`config.mk`:
```
export PLATFORM = sky130hd
export DESIGN_NAME = dbgx_exec
export DESIGN_NICKNAME = d
export VERILOG_FILES = /design/src/logic/dbgx_pkg.sv /design/src/logic/dbgx_exec.sv
export SDC_FILE = /design/constraint.sdc
export NUM_CORES = 1
export LEC_CHECK = 0
export BUFFER_PORTS_ARGS = -buffer_cell sky130_fd_sc_hd__buf_4
export CAP_MARGIN = 40
export CORE_MARGIN = 8
export CORE_UTILIZATION = 35
export CTS_BUF_LIST = sky130_fd_sc_hd__clkbuf_8
export CTS_CLUSTER_SIZE = 28
export DETAILED_ROUTE_END_ITERATION = 10
export GPL_ROUTABILITY_DRIVEN = 0
export GPL_TIMING_DRIVEN = 1
export PLACE_DENSITY_LB_ADDON = 0.12
export SLEW_MARGIN = 20
export SYNTH_ARGS = -nofsm -noshare
export SYNTH_HDL_FRONTEND = slang
export SYNTH_SLANG_ARGS = --single-unit
```
`constraint.sdc`:
```
create_clock -name clk_sys -period 2.4 [get_ports clk_sys]
set_clock_uncertainty 0.05 [all_clocks]
set_input_delay 0.12 -clock clk_sys [delete_from_list [all_inputs] [get_ports clk_sys]]
set_output_delay 0.12 -clock clk_sys [all_outputs]
set_load 0.05 [all_outputs]
```
`src/logic/dbgx_pkg.sv`:
```
// debug command executor: shared constants, state and carrier types
// assumes one 40 MHz system clock and a byte stream from the host link
package dbgx_pkg;

  // command bytes from the host
  localparam logic [7:0] CMD_RD_STAT  = 8'h02;
  localparam logic [7:0] CMD_WR_CTL   = 8'h04;
  localparam logic [7:0] CMD_RD_CTL   = 8'h05;
  localparam logic [7:0] CMD_WR_PMEM  = 8'h0a;
  localparam logic [7:0] CMD_RD_PMEM  = 8'h0b;
  localparam logic [7:0] CMD_WR_DMEM  = 8'h0c;
  localparam logic [7:0] CMD_RD_DMEM  = 8'h0d;
  localparam logic [7:0] CMD_CRC      = 8'h0e;
  localparam logic [7:0] CMD_STEP     = 8'h10;
  localparam logic [7:0] CMD_STUFF    = 8'h11;
  localparam logic [7:0] CMD_EXEC     = 8'h12;

  // debug_control field positions
  localparam int CTL_HALT_BIT  = 7;
  localparam int CTL_BREAKPOINT_ENABLE_BIT = 6;
  localparam int CTL_ACK_BIT   = 5;
  localparam int CTL_SPIN_BIT  = 4;
  localparam int CTL_RST_BIT   = 0;
  localparam logic [7:0] CTL_WR_MASK = 8'hf1;
  localparam logic [7:0] CTL_RESET   = 8'h00;
  localparam logic [7:0] STAT_RESET  = 8'h00;

  // fixed reply values and crc setup
  localparam logic [7:0]  BYTE_BLANK = 8'hff;
  localparam logic [15:0] CRC_BLANK  = 16'hffff;
  localparam logic [15:0] CRC_POLY   = 16'h1021;
  localparam logic [15:0] CRC_INIT   = 16'hffff;
  localparam logic [2:0]  ARGS_MEM   = 3'h4;
  localparam logic [2:0]  ARGS_ONE   = 3'h1;
  localparam logic [16:0] SIZE_MAX   = 17'h10000;

  // executor states
  typedef enum logic [3:0] {
    S_IDLE  = 4'b0000,
    S_ARG   = 4'b0001,
    S_WDATA = 4'b0010,
    S_RD    = 4'b0011,
    S_MWAIT = 4'b0100,
    S_CRC   = 4'b0101,
    S_CWAIT = 4'b0110,
    S_REPLY = 4'b0111,
    S_EXEC  = 4'b1000,
    S_XLEN  = 4'b1001
  } dbgx_state_e;

  // memory request toward program or data memory
  typedef struct packed {
    logic        req;
    logic        we;
    logic        prog;
    logic [15:0] addr;
    logic [7:0]  wdata;
  } dbgx_mem_s;

  // whole executor state
  typedef struct packed {
    dbgx_state_e st;
    logic [7:0]  cmd;
    logic [2:0]  args;
    logic [31:0] argv;
    logic [15:0] addr;
    logic [16:0] left;
    logic [7:0]  ctl;
    logic        brk_seen;
    logic        ack_pend;
    logic [15:0] crc;
    logic [16:0] crc_cnt;
    logic [15:0] reply;
    logic [1:0]  reply_n;
    logic [2:0]  insn_left;
    logic        step;
    logic        stuff;
    logic        exec_v;
    logic [7:0]  op;
    dbgx_mem_s   mem;
  } dbgx_state_s;

endpackage

```
`src/logic/dbgx_exec.sv`:
```
// debug command executor and its reply fifo
// assumes host bytes arrive by valid/ready on clk_sys, memories answer by a one-cycle ack
`timescale 1ns/1ps

////////////////////////////////////////////////////////////////////////////////
module dbgx_fifo #(
  parameter int WIDTH = 8,
  parameter int DEPTH = 4
) (
  // clock and reset
  input  wire logic             clk_sys,
  input  wire logic             sys_rst,
  // filling side
  input  wire logic             in_valid,
  input  wire logic [WIDTH-1:0] in_data,
  output logic                  in_ready,
  // draining side
  output logic                  out_valid,
  output logic      [WIDTH-1:0] out_data,
  input  wire logic             out_ready
);
  localparam int AW = $clog2(DEPTH);

  initial begin
    if (DEPTH < 2 || (1 << AW) != DEPTH) $error("fifo depth must be a power of two");
  end

  logic [WIDTH-1:0] mem_q [DEPTH];
  logic [AW:0]      wr_q;
  logic [AW:0]      rd_q;
  logic             push;
  logic             pop;

  // full when pointers differ only in the wrap bit
  assign in_ready  = (wr_q ^ rd_q) != {1'b1, {AW{1'b0}}};
  assign out_valid = wr_q != rd_q;
  assign out_data  = mem_q[rd_q[AW-1:0]];
  assign push      = in_valid && in_ready;
  assign pop       = out_valid && out_ready;

  // pointers and storage
  always_ff @(posedge clk_sys) begin
    if (sys_rst) begin
      wr_q <= '0;
      rd_q <= '0;
    end else begin
      if (push) begin
        wr_q <= wr_q + 1'b1;
      end
      if (pop) begin
        rd_q <= rd_q + 1'b1;
      end
    end
    if (push) begin
      mem_q[wr_q[AW-1:0]] <= in_data;
    end
  end
endmodule

////////////////////////////////////////////////////////////////////////////////
module dbgx_exec
  import dbgx_pkg::*;
#(
  parameter int PMEM_BYTES = 65536,
  parameter int FIFO_DEPTH = 4
) (
  // clock and reset
  input  wire logic       clk_sys,
  input  wire logic       sys_rst,
  // host byte stream in
  input  wire logic       rx_valid,
  input  wire logic [7:0] rx_data,
  output logic            rx_ready,
  // host byte stream out
  output logic            tx_valid,
  output logic [7:0]      tx_data,
  input  wire logic       tx_ready,
  // program and data memory
  output dbgx_mem_s       mem,
  input  wire logic       mem_ack,
  input  wire logic [7:0] mem_rdata,
  input  wire logic       flash_unlocked,
  // cpu control
  output logic            debug_halt_mode,
  output logic            cpu_step,
  output logic            cpu_stuff,
  output logic            cpu_exec_valid,
  output logic [7:0]      cpu_op,
  input  wire logic [2:0] insn_len,
  input  wire logic       breakpoint_opcode,
  output logic            breakpoint_spin_out,
  output logic            breakpoint_nop,
  input  wire logic       cpu_low_power_halt,
  // option bit and chip reset
  input  wire logic       read_protect_opt_n,
  output logic            chip_rst_req,
  input  wire logic       chip_rst_done
);
  initial begin
    if (PMEM_BYTES < 1 || PMEM_BYTES > 65536) $error("program memory size out of range");
  end

  localparam logic [16:0] PMEM_N = 17'(PMEM_BYTES);

  dbgx_state_s s_q;
  dbgx_state_s s_d;
  logic        push_v;
  logic [7:0]  push_d;
  logic        fifo_rdy;
  logic        rp_active;
  logic        ok_full;
  logic [7:0]  status;
  logic        brk_hit;

  // one crc-ccitt byte step, msb first
  function automatic logic [15:0] crc_byte(input logic [15:0] c, input logic [7:0] b);
    logic [15:0] r;
    r = c ^ {b, 8'h00};
    for (int i = 0; i < 8; i++) begin
      r = r[15] ? ((r << 1) ^ CRC_POLY) : (r << 1);
    end
    return r;
  endfunction

  // remaining byte count from a 16-bit size field
  function automatic logic [16:0] size_of(input logic [15:0] sz);
    return (sz == 16'h0000) ? SIZE_MAX : {1'b0, sz};
  endfunction

  assign rp_active = !read_protect_opt_n;
  assign ok_full   = s_q.ctl[CTL_HALT_BIT] && !rp_active;
  assign brk_hit   = breakpoint_opcode && s_q.ctl[CTL_BREAKPOINT_ENABLE_BIT];
  // status byte, low five bits tied off
  assign status    = {s_q.ctl[CTL_HALT_BIT] || s_q.brk_seen,
                      cpu_low_power_halt,
                      rp_active,
                      5'h00};

  // host can send only while a byte is expected
  assign rx_ready = (s_q.st == S_IDLE && !s_q.ack_pend) || s_q.st == S_ARG
                 || s_q.st == S_WDATA || s_q.st == S_EXEC;

  ////////////////////////////////////////////////////////////////////////////
  // next state
  always_comb begin
    s_d        = s_q;
    push_v     = 1'b0;
    push_d     = BYTE_BLANK;
    s_d.step   = 1'b0;
    s_d.stuff  = 1'b0;
    s_d.exec_v = 1'b0;
    s_d.mem.req = 1'b0;

    // breakpoint side effects; the set wins over a control write below
    if (brk_hit && !s_q.ctl[CTL_SPIN_BIT]) begin
      s_d.ctl[CTL_HALT_BIT] = 1'b1;
    end
    if (brk_hit && s_q.ctl[CTL_ACK_BIT]) begin
      s_d.ack_pend = 1'b1;
    end
    // self reset bit drops once the chip reset finishes, unless a control write lands in the same cycle
    if (chip_rst_done) begin
      s_d.ctl[CTL_RST_BIT] = 1'b0;
    end

    unique case (s_q.st)
      S_IDLE: begin
        if (s_q.ack_pend) begin
          // acknowledge waits for fifo room, commands wait behind it
          if (fifo_rdy) begin
            push_v       = 1'b1;
            s_d.ack_pend = brk_hit && s_q.ctl[CTL_ACK_BIT];
          end
        end else if (rx_valid) begin
          s_d.cmd  = rx_data;
          s_d.argv = '0;
          unique case (rx_data)
            CMD_RD_STAT: begin
              s_d.reply   = {status, 8'h00};
              s_d.reply_n = 2'd1;
              s_d.st      = S_REPLY;
            end
            CMD_RD_CTL: begin
              s_d.reply   = {s_q.ctl, 8'h00};
              s_d.reply_n = 2'd1;
              s_d.st      = S_REPLY;
            end
            CMD_WR_CTL, CMD_STUFF: begin
              s_d.args = ARGS_ONE;
              s_d.st   = S_ARG;
            end
            CMD_WR_PMEM, CMD_RD_PMEM, CMD_WR_DMEM, CMD_RD_DMEM: begin
              s_d.args = ARGS_MEM;
              s_d.st   = S_ARG;
            end
            CMD_CRC: begin
              s_d.crc     = CRC_INIT;
              s_d.crc_cnt = '0;
              s_d.addr    = '0;
              if (s_q.ctl[CTL_HALT_BIT]) begin
                s_d.st = S_CRC;
              end else begin
                s_d.reply   = CRC_BLANK;
                s_d.reply_n = 2'd2;
                s_d.st      = S_REPLY;
              end
            end
            CMD_STEP: begin
              s_d.step = ok_full;
            end
            CMD_EXEC: begin
              s_d.st = S_EXEC;
            end
            default: begin
              s_d.st = S_IDLE;
            end
          endcase
        end
      end
      S_ARG: begin
        if (rx_valid) begin
          s_d.argv = {s_q.argv[23:0], rx_data};
          s_d.args = s_q.args - 3'd1;
          if (s_q.args == 3'd1) begin
            s_d.st = S_IDLE;
            if (s_q.cmd == CMD_WR_CTL) begin
              // reserved bits kept at zero; protection keeps the halt bit up
              s_d.ctl = rx_data & CTL_WR_MASK;
              if (rp_active && s_q.ctl[CTL_HALT_BIT]) begin
                s_d.ctl[CTL_HALT_BIT] = 1'b1;
              end
              if (brk_hit && !s_q.ctl[CTL_SPIN_BIT]) begin
                s_d.ctl[CTL_HALT_BIT] = 1'b1;
              end
              s_d.brk_seen = brk_hit;
            end else if (s_q.cmd == CMD_STUFF) begin
              s_d.op    = rx_data;
              s_d.stuff = ok_full;
            end else begin
              s_d.addr = s_q.argv[23:8];
              s_d.left = size_of({s_q.argv[7:0], rx_data});
              s_d.st   = (s_q.cmd == CMD_WR_PMEM || s_q.cmd == CMD_WR_DMEM) ? S_WDATA : S_RD;
            end
          end
        end
      end
      S_WDATA: begin
        if (rx_valid) begin
          s_d.left = s_q.left - 17'd1;
          s_d.addr = s_q.addr + 16'd1;
          s_d.st   = (s_q.left == 17'd1) ? S_IDLE : S_WDATA;
          // write only when allowed; else the byte is swallowed
          if (ok_full && (s_q.cmd == CMD_WR_DMEM || flash_unlocked)) begin
            s_d.mem = '{req: 1'b1, we: 1'b1, prog: s_q.cmd == CMD_WR_PMEM,
                        addr: s_q.addr, wdata: rx_data};
            s_d.st  = S_MWAIT;
          end
        end
      end
      S_RD: begin
        if (fifo_rdy) begin
          if ((s_q.cmd == CMD_RD_PMEM) ? ok_full : s_q.ctl[CTL_HALT_BIT]) begin
            s_d.mem = '{req: 1'b1, we: 1'b0, prog: s_q.cmd == CMD_RD_PMEM,
                        addr: s_q.addr, wdata: 8'h00};
            s_d.st  = S_MWAIT;
          end else begin
            push_v   = 1'b1;
            s_d.left = s_q.left - 17'd1;
            s_d.addr = s_q.addr + 16'd1;
            s_d.st   = (s_q.left == 17'd1) ? S_IDLE : S_RD;
          end
        end
      end
      S_MWAIT: begin
        if (mem_ack) begin
          if (!s_q.mem.we) begin
            // room was checked before the request; only this path fills
            push_v   = 1'b1;
            push_d   = mem_rdata;
            s_d.left = s_q.left - 17'd1;
            s_d.addr = s_q.addr + 16'd1;
            s_d.st   = (s_q.left == 17'd1) ? S_IDLE : S_RD;
          end else begin
            s_d.st = (s_q.left == 17'd0) ? S_IDLE : S_WDATA;
          end
        end
      end
      S_CRC: begin
        s_d.mem = '{req: 1'b1, we: 1'b0, prog: 1'b1, addr: s_q.addr, wdata: 8'h00};
        s_d.st  = S_CWAIT;
      end
      S_CWAIT: begin
        if (mem_ack) begin
          s_d.crc     = crc_byte(s_q.crc, mem_rdata);
          s_d.crc_cnt = s_q.crc_cnt + 17'd1;
          s_d.addr    = s_q.addr + 16'd1;
          s_d.st      = S_CRC;
          if (s_q.crc_cnt == PMEM_N - 17'd1) begin
            s_d.reply   = crc_byte(s_q.crc, mem_rdata);
            s_d.reply_n = 2'd2;
            s_d.st      = S_REPLY;
          end
        end
      end
      S_REPLY: begin
        if (fifo_rdy) begin
          push_v      = 1'b1;
          push_d      = s_q.reply[15:8];
          s_d.reply   = {s_q.reply[7:0], 8'h00};
          s_d.reply_n = s_q.reply_n - 2'd1;
          s_d.st      = (s_q.reply_n == 2'd1) ? S_IDLE : S_REPLY;
        end
      end
      S_EXEC: begin
        if (rx_valid) begin
          s_d.op     = rx_data;
          s_d.exec_v = ok_full;
          s_d.st     = S_XLEN;
          if (s_q.insn_left != 3'd0) begin
            s_d.insn_left = s_q.insn_left - 3'd1;
            s_d.st        = (s_q.insn_left == 3'd1) ? S_IDLE : S_EXEC;
          end
        end
      end
      S_XLEN: begin
        // cpu decodes the first byte held on cpu_op
        s_d.insn_left = (insn_len > 3'd1) ? insn_len - 3'd1 : 3'd0;
        s_d.st        = (insn_len > 3'd1) ? S_EXEC : S_IDLE;
      end
      default: begin
        s_d.st = S_IDLE;
      end
    endcase

    // breakpoint since the last control write
    if (brk_hit) begin
      s_d.brk_seen = 1'b1;
    end
  end

  // state register; the debugger is not touched by the chip reset it issues
  always_ff @(posedge clk_sys) begin
    if (sys_rst) begin
      s_q <= '0;
    end else begin
      s_q <= s_d;
    end
  end

  ////////////////////////////////////////////////////////////////////////////
  // reply bytes drain toward the host through a small fifo
  dbgx_fifo #(
    .WIDTH (8),
    .DEPTH (FIFO_DEPTH)
  ) u_fifo (
    .clk_sys   (clk_sys),
    .sys_rst   (sys_rst),
    .in_valid  (push_v),
    .in_data   (push_d),
    .in_ready  (fifo_rdy),
    .out_valid (tx_valid),
    .out_data  (tx_data),
    .out_ready (tx_ready)
  );

  // outputs straight from state
  assign mem                 = s_q.mem;
  assign debug_halt_mode     = s_q.ctl[CTL_HALT_BIT];
  assign cpu_step            = s_q.step;
  assign cpu_stuff           = s_q.stuff;
  assign cpu_exec_valid      = s_q.exec_v;
  assign cpu_op              = s_q.op;
  assign breakpoint_spin_out = s_q.ctl[CTL_BREAKPOINT_ENABLE_BIT] && s_q.ctl[CTL_SPIN_BIT];
  assign breakpoint_nop      = !s_q.ctl[CTL_BREAKPOINT_ENABLE_BIT];
  assign chip_rst_req        = s_q.ctl[CTL_RST_BIT];
endmodule

```
# Word level (Yosys, flattened, before mapping)
# Memories as Yosys holds them, arrays and structs flattened. A register that Yosys moved wholly into a read port is not among the register bits.
# Index checks and enable logic that the tools add are counted.
[totals] in_bits=29 output_inout_bits=52 ff_bits=177 ramBits=32 wordCells=270 memories=1
[mem_list] name="u_fifo.mem_q" depth=4 width=8 rd=1 rd_ports_with_merged_regs=1 wr=1 line_no="dbgx_exec.sv:28" rtl="logic [WIDTH-1:0] mem_q [DEPTH];"
[classes] n_reduce_logical=56 n_eq_ne=56 order_cmp=1 add_sub_neg=9 mux=103 bitwise_logic=18
[ops] cell="two-way mux 33 bit" n=8
[ops] cell="two-way mux 51 bit" n=3
[ops] cell="two-way mux 63 bit" n=2
[ops] cell="two-way mux 27 bit" n=4
[ops] cell="one-hot mux 18 bit (3 select lines)" n=2
[ops] cell="two-way mux 13 bit" n=8
[ops] cell="one-hot mux 16 bit (6 select lines)" n=1
[ops] cell="one-hot mux 27 bit (3 select lines)" n=1
[ops] cell="two-way mux 77 bit" n=1
[ops] cell="one-hot mux 35 bit (2 select lines)" n=1
[ops] cell="one-hot mux 17 bit (4 select lines)" n=1
[ops] cell="one-hot mux 33 bit (2 select lines)" n=1
[ops] cell="equality test 8 x 4 -> 1 bit, second input constant" n=8
[ops] cell="two-way mux 8 bit" n=8
[ops] cell="two-way mux 18 bit" n=3
[ops] cell="two-way mux 4 bit" n=12
[ops] cell="two-way mux 42 bit" n=1
[ops] cell="one-hot mux 4 bit (10 select lines)" n=1
[ops] cell="equality test 8 x 5 -> 1 bit, second input constant" n=4
[ops] cell="two-way mux 16 bit" n=2
[ops] cell="one-hot mux 8 bit (2 select lines)" n=2
[ops] cell="inequality test 2 bit, second input constant" n=14
[ops] cell="equality test 8 x 3 -> 1 bit, second input constant" n=3
[ops] cell="NOT 3 bit" n=8
[ops] cell="other kinds (55)" n=144

# Logic depth before layout (Yosys ltp)
[logic_depth] ltp_word=20 ltp_mapped=12 mapped_depth_nobuf=11

# Hierarchy
# Synthesis repeated with hierarchy kept, for this count alone.
[hier_totals] cells_unflattened=1233 hier_area_um2=10986.8
[by_module_without_submodules] mod="dbgx_exec" area_each_um2=9266.4 cells_per_inst=1121 seq_area_each_um2=3423.3 n_inst=1
[by_module_without_submodules] mod="dbgx_fifo" area_each_um2=1720.4 cells_per_inst=112 seq_area_each_um2=1121.1 n_inst=1

# Least setup slack after synthesis
# No wires, ideal clock.
[synth_path] path_type="reg2out" start="register s_q[181] (netlist name)" end="output rx_ready" path_buffers=3 slack_ps=-1202 t_required_ps=2230 stages_incl_launch_ff=5 t_arrival_ps=3432 cell_sequence="dfxtp_1 -> clkbuf_1 -> clkbuf_1 -> clkbuf_1 -> a2111oi_0"
[synth_via] elab_chain_len=5 elab_cells_between_ends=8 classes_between="eq/ne: 3; reduce/logical: 5"
[synth_lines] element="start: declaration" line_no="dbgx_exec.sv:105" rtl="dbgx_state_s s_q;"
[synth_lines] element="start signal: assignment" line_no="dbgx_exec.sv:344" rtl="s_q <= '0;"
[synth_lines] element="start signal: assignment" line_no="dbgx_exec.sv:346" rtl="s_q <= s_d;"
[synth_lines] element="zero test 4 bit" line_no="dbgx_exec.sv:140" rtl="assign rx_ready = (s_q.st == S_IDLE && !s_q.ack_pend) || s_q.st == S_ARG"
[synth_lines] element="logical AND 1 bit" line_no="dbgx_exec.sv:140"
[synth_lines] element="logical OR 1 bit" line_no="dbgx_exec.sv:140"
[synth_lines] element="logical OR 1 bit" line_no="dbgx_exec.sv:141" rtl="|| s_q.st == S_WDATA || s_q.st == S_EXEC;"
[synth_lines] element="logical OR 1 bit *" line_no="dbgx_exec.sv:141"
[synth_lines] element="end: declaration" line_no="dbgx_exec.sv:73" rtl="output logic rx_ready,"
# Every way passes the cells marked *; elsewhere a longest branch is shown, timed or not.

# Final worst setup path
[layout_path] start="register s_q[177] (netlist name)" end="memory u_fifo.mem_q[0][5], enable pin"
[layout_via] elab_chain_len=8
[layout_lines] element="equality test 8 x 4 -> 1 bit" line_no="dbgx_exec.sv:262" rtl="if ((s_q.cmd == CMD_RD_PMEM) ? ok_full : s_q.ctl[CTL_HALT_BIT]) begin"
[layout_lines] element="two-way mux 1 bit (2 in a row)" line_no="dbgx_exec.sv:262"
[layout_lines] element="two-way mux 1 bit" line_no="dbgx_exec.sv:261" rtl="if (fifo_rdy) begin"
[layout_lines] element="one-hot mux 1 bit (4 select lines)" line_no="dbgx_exec.sv:166" rtl="unique case (s_q.st)"
[layout_lines] element="logical AND 1 bit" line_no="dbgx_exec.sv:38" rtl="assign push = in_valid && in_ready;"
[layout_lines] element="two-way mux 1 bit" line_no="dbgx_exec.sv:54" rtl="if (push) begin"
[layout_lines] element="two-way mux 1 bit (implied by the code)" line_no="dbgx_exec.sv:55" rtl="mem_q[wr_q[AW-1:0]] <= in_data;"
[layout_lines] element="end: declaration" line_no="dbgx_exec.sv:28"
# No other way between the ends.

==> results.py <==
metrics = {
    "status": {
        "outcome": "finished clean",
    },
    "setup_path": {
        "path_cells": "or4b_4 -> o31ai_4 -> buf_6 -> a221oi_4 -> nor4_4 -> and2_4",
        "slowest_stage": "or4b_4",
        "cp.required_ns": 2.58,
        "start_kind": "register",
        "cp-end-kind": "register",
        "worst-setup-path-type": "register to register",
        "crit_buf_inv": 1,
        "max_stage_delay_ns": 0.59,
        "worst-path-max-fanout": 8,
        "worstSetupPathDepth": 6,
        "cp_top_family": "simple AND/OR/NAND/NOR gates",
        "ff2ff_path_depth": 6,
        "reg2reg_slack_ns": 0.006,
        "arrival_ns": 2.58,
    },
    "floorplan": {
        "die-height_um": 190.0,
        "die-area_um2": 36110,
        "rows": 63,
        "core-area_um2": 29720,
        "initial_core_util_pct": 35.67,
        "ios": 81,
        "die_x_um": 190.0,
    },
    "drt": {
        "wl_met1_mm": 14.82,
        "wl_met2_mm": 15.51,
        "drtIter0Drc": 663,
        "drc": 0,
        "wl_met3_mm": 1.660,
        "wl_per_cell_um": 18.73,
        "drt.antenna.violating_nets": 0,
        "avgViaCountPerCell": 5.359,
        "vias": 9383,
        "top_layer_used": "met4",
        "drtPass1Iterations": 7,
        "wl_mm": 32.79,
    },
    "synthesis": {
        "synthArstFlopShare_pct": 0,
        "synth_flop_cell": "dfxtp_1",
        "synthAdderAreaFrac_pct": 2.243,
        "syn_area_um2": 10600,
        "syn_inst": 1182,
        "synth_xor_area_share_pct": 4.958,
        "synth_edf_count": 32,
        "synthSimpleGateAreaFrac_pct": 20.93,
        "yosysSeqAreaShare_pct": 42.88,
        "synth-compound-area-share_pct": 18.34,
        "syn_avg_cell_area_um2": 8.967,
        "ys_seq_elements": 211,
        "synthMuxAreaShare_pct": 4.167,
        "yosysWarnings": 0,
        "syn-num-nets": 1230,
        "synth_top_family_by_area": "simple AND/OR/NAND/NOR gates",
        "ys_types": 83,
    },
    "clocking": {
        "clk_latency_ns": 0.55,
        "numCtsBuffers": 41,
        "cts_buffer_depth": 3,
        "cts.sinks": 211,
        "htreeDepth": 2,
        "cts-root-buf": "clkbuf_8",
        "path_clk_slew_ns": 0.05,
        "cts_tree": "done",
    },
    "power_and_ir_drop": {
        "leakage_nw": 5.124,
        "peakVddDrop_v": 0.0003772,
        "powerDensity_nw_per_um2": 968.9,
    },
    "global_route": {
        "grt_antenna_before_repair": 0,
        "grt.overflow.total": 0,
        "grt_pass1_vias": 9262,
        "grt_max_degree": 139,
        "grt_pass1_wl_mm": 51.34,
        "grt_usage_pct": 17.54,
    },
    "sta": {
        "setup-tns-final_ns": 0,
        "fmax_mhz": 417.8,
        "slew_headroom_pct": 49.57,
        "finalHoldViolCount": 0,
        "finalCriticalPeriod_ns": 2.394,
        "worst_pin_slew_ns": 0.7565,
        "finalSetupViolCount": 0,
        "slew_violations": 0,
        "finalCritPeriodShare_pct": 99.74,
        "rsz0062_at_grt": "true",
    },
    "cells_and_area": {
        "final_cell_mix": "buf_4, dfxtp_1, nor2_1",
        "design_area_um2": 13430,
        "fillCellCount": 2906,
        "syn_to_final_growth_pct": 26.71,
        "diodes": 0,
        "drive_gt1_share_pct": 26.01,
        "final_nets": 1388,
        "final_common_cell": "buf_4",
    },
    "placed_design": {
        "dp_hpwl_mm": 22.58,
        "port_buffers": 80,
        "placed_cell_area_um2": 12170,
    },
    "job": {
        "drv_cap": 0,
    },
    "hold_path": {
        "holdPathStages": 3,
        "hp-class": "input port to register",
    },
}
[cell type report]
type / instances / area (um^2) / area share (%)
multi-input combinational: 835 / 5668 / 42.20
clock buffer: 47 / 646.9 / 4.816
inverter: 23 / 86.33 / 0.6428
tap: 390 / 488.0 / 3.633
timing repair buffer: 228 / 1892 / 14.09
sequential: 211 / 4553 / 33.90
clock inverter: 17 / 96.34 / 0.7173
[per-stage QoR]
stage / hold slack [ns] / cells / util (%) / setup slack (ns) / power [mW]
after global placement: 0.3418 / 1665 / 40.94 / -0.00008016 / 9.163
after detailed placement: 0.3437 / 1665 / 40.94 / -0.03100 / 9.171
final: 0.01725 / 1751 / 45.19 / 0.006295 / 13.01
after global routing: 0.02451 / 1751 / 45.19 / -0.1038 / 13.77
after floorplan: 0.1712 / 1182 / - / -0.02810 / 7.330
after CTS: 0.002623 / 1743 / 43.96 / -0.009552 / 12.65
[kinds of logic after synthesis]
| logic type | Yosys count |
|---|---|
| xor gates and xnor gates | 60 |
| and+or+nand+nor | 446 |
| muxes | 34 |
| buffers and inverters | 136 |
| DFF | 211 |
| adders and majority gates | 19 |
| AOI/OAI and AO/OA | 276 |
[sequential cells by signal (all words and copies together), names as in the netlist, 3 cells and up, named ones only]
signal	count
u_fifo.rd_q	3
cpu_op	8
mem	27
s_q	131
u_fifo.wr_q	3
u_fifo.mem_q	32
[worst register-to-register path: cells and delay by family (launching register included)]
kind                   cells  cell delay [ns]
flip-flops                 1             0.31
AO/OA/AOI/OAI              2             0.34
buffers and inverters      1             0.15
AND/OR/NAND/NOR            3             1.24
[what timing repair did]
action	CTS	global route
hold buffers	14	0
gates cloned	0	3
hold endpoints to repair	24	0
gates resized for setup	4	57
pin swaps	0	12
endpoints found under the setup margin	27	124
buffers inserted	0	4
[per-layer routing]
| metal | vias to the layer above | global-route usage (%) |
|---|---|---|
| met2 | 227 | 28.93 |
| li1 | 4589 | - |
| met3 | 63 | 3.643 |
| met1 | 4504 | 22.85 |
| met4 | 0 | 4.991 |
| met5 | - | 0 |
[final timing paths]
check / start / end
setup / recovery: s_q[177] / u_fifo.mem_q[0][5]
hold / removal: rx_data[3] / mem[3]
setup reg to reg: s_q[177] / u_fifo.mem_q[0][5]
hold reg to reg: s_q[93] / s_q[93]
[cell usage after synthesis (all sizes together) (8+ instances only)]
cell type	count	area (um^2)
buf	62	409.1
and2	8	50.05
nor2	153	574.3
mux4	8	180.2
nor3	51	260.3
nand3	38	190.2
o21ai	54	270.3
ha	19	237.7
a22oi	36	270.3
and3	20	125.1
inv	22	82.58
edfxtp	32	960.9
a32o	11	110.1
nand2	85	321.6
clkbuf	51	191.4
nor4	15	112.6
dfxtp	179	3583
a221oi	11	108.9
a21oi	66	341.6
mux2i	25	250.2
xor2	24	210.2
a211oi	23	187.7
o22ai	10	62.56
nand4	12	75.07
nand2b	13	81.33
xnor2	36	315.3
[report_power, final]
part | leakage, nW | internal (mW) | switching, mW | total (mW)
clock | 0.422 | 1.86 | 1.50 | 3.36
combinational | 2.98 | 2.27 | 3.14 | 5.40
sequential | 1.72 | 3.95 | 0.295 | 4.25
total | 5.12 | 8.08 | 4.93 | 13.0
No activity file was read; power rests on OpenSTA's default activity.
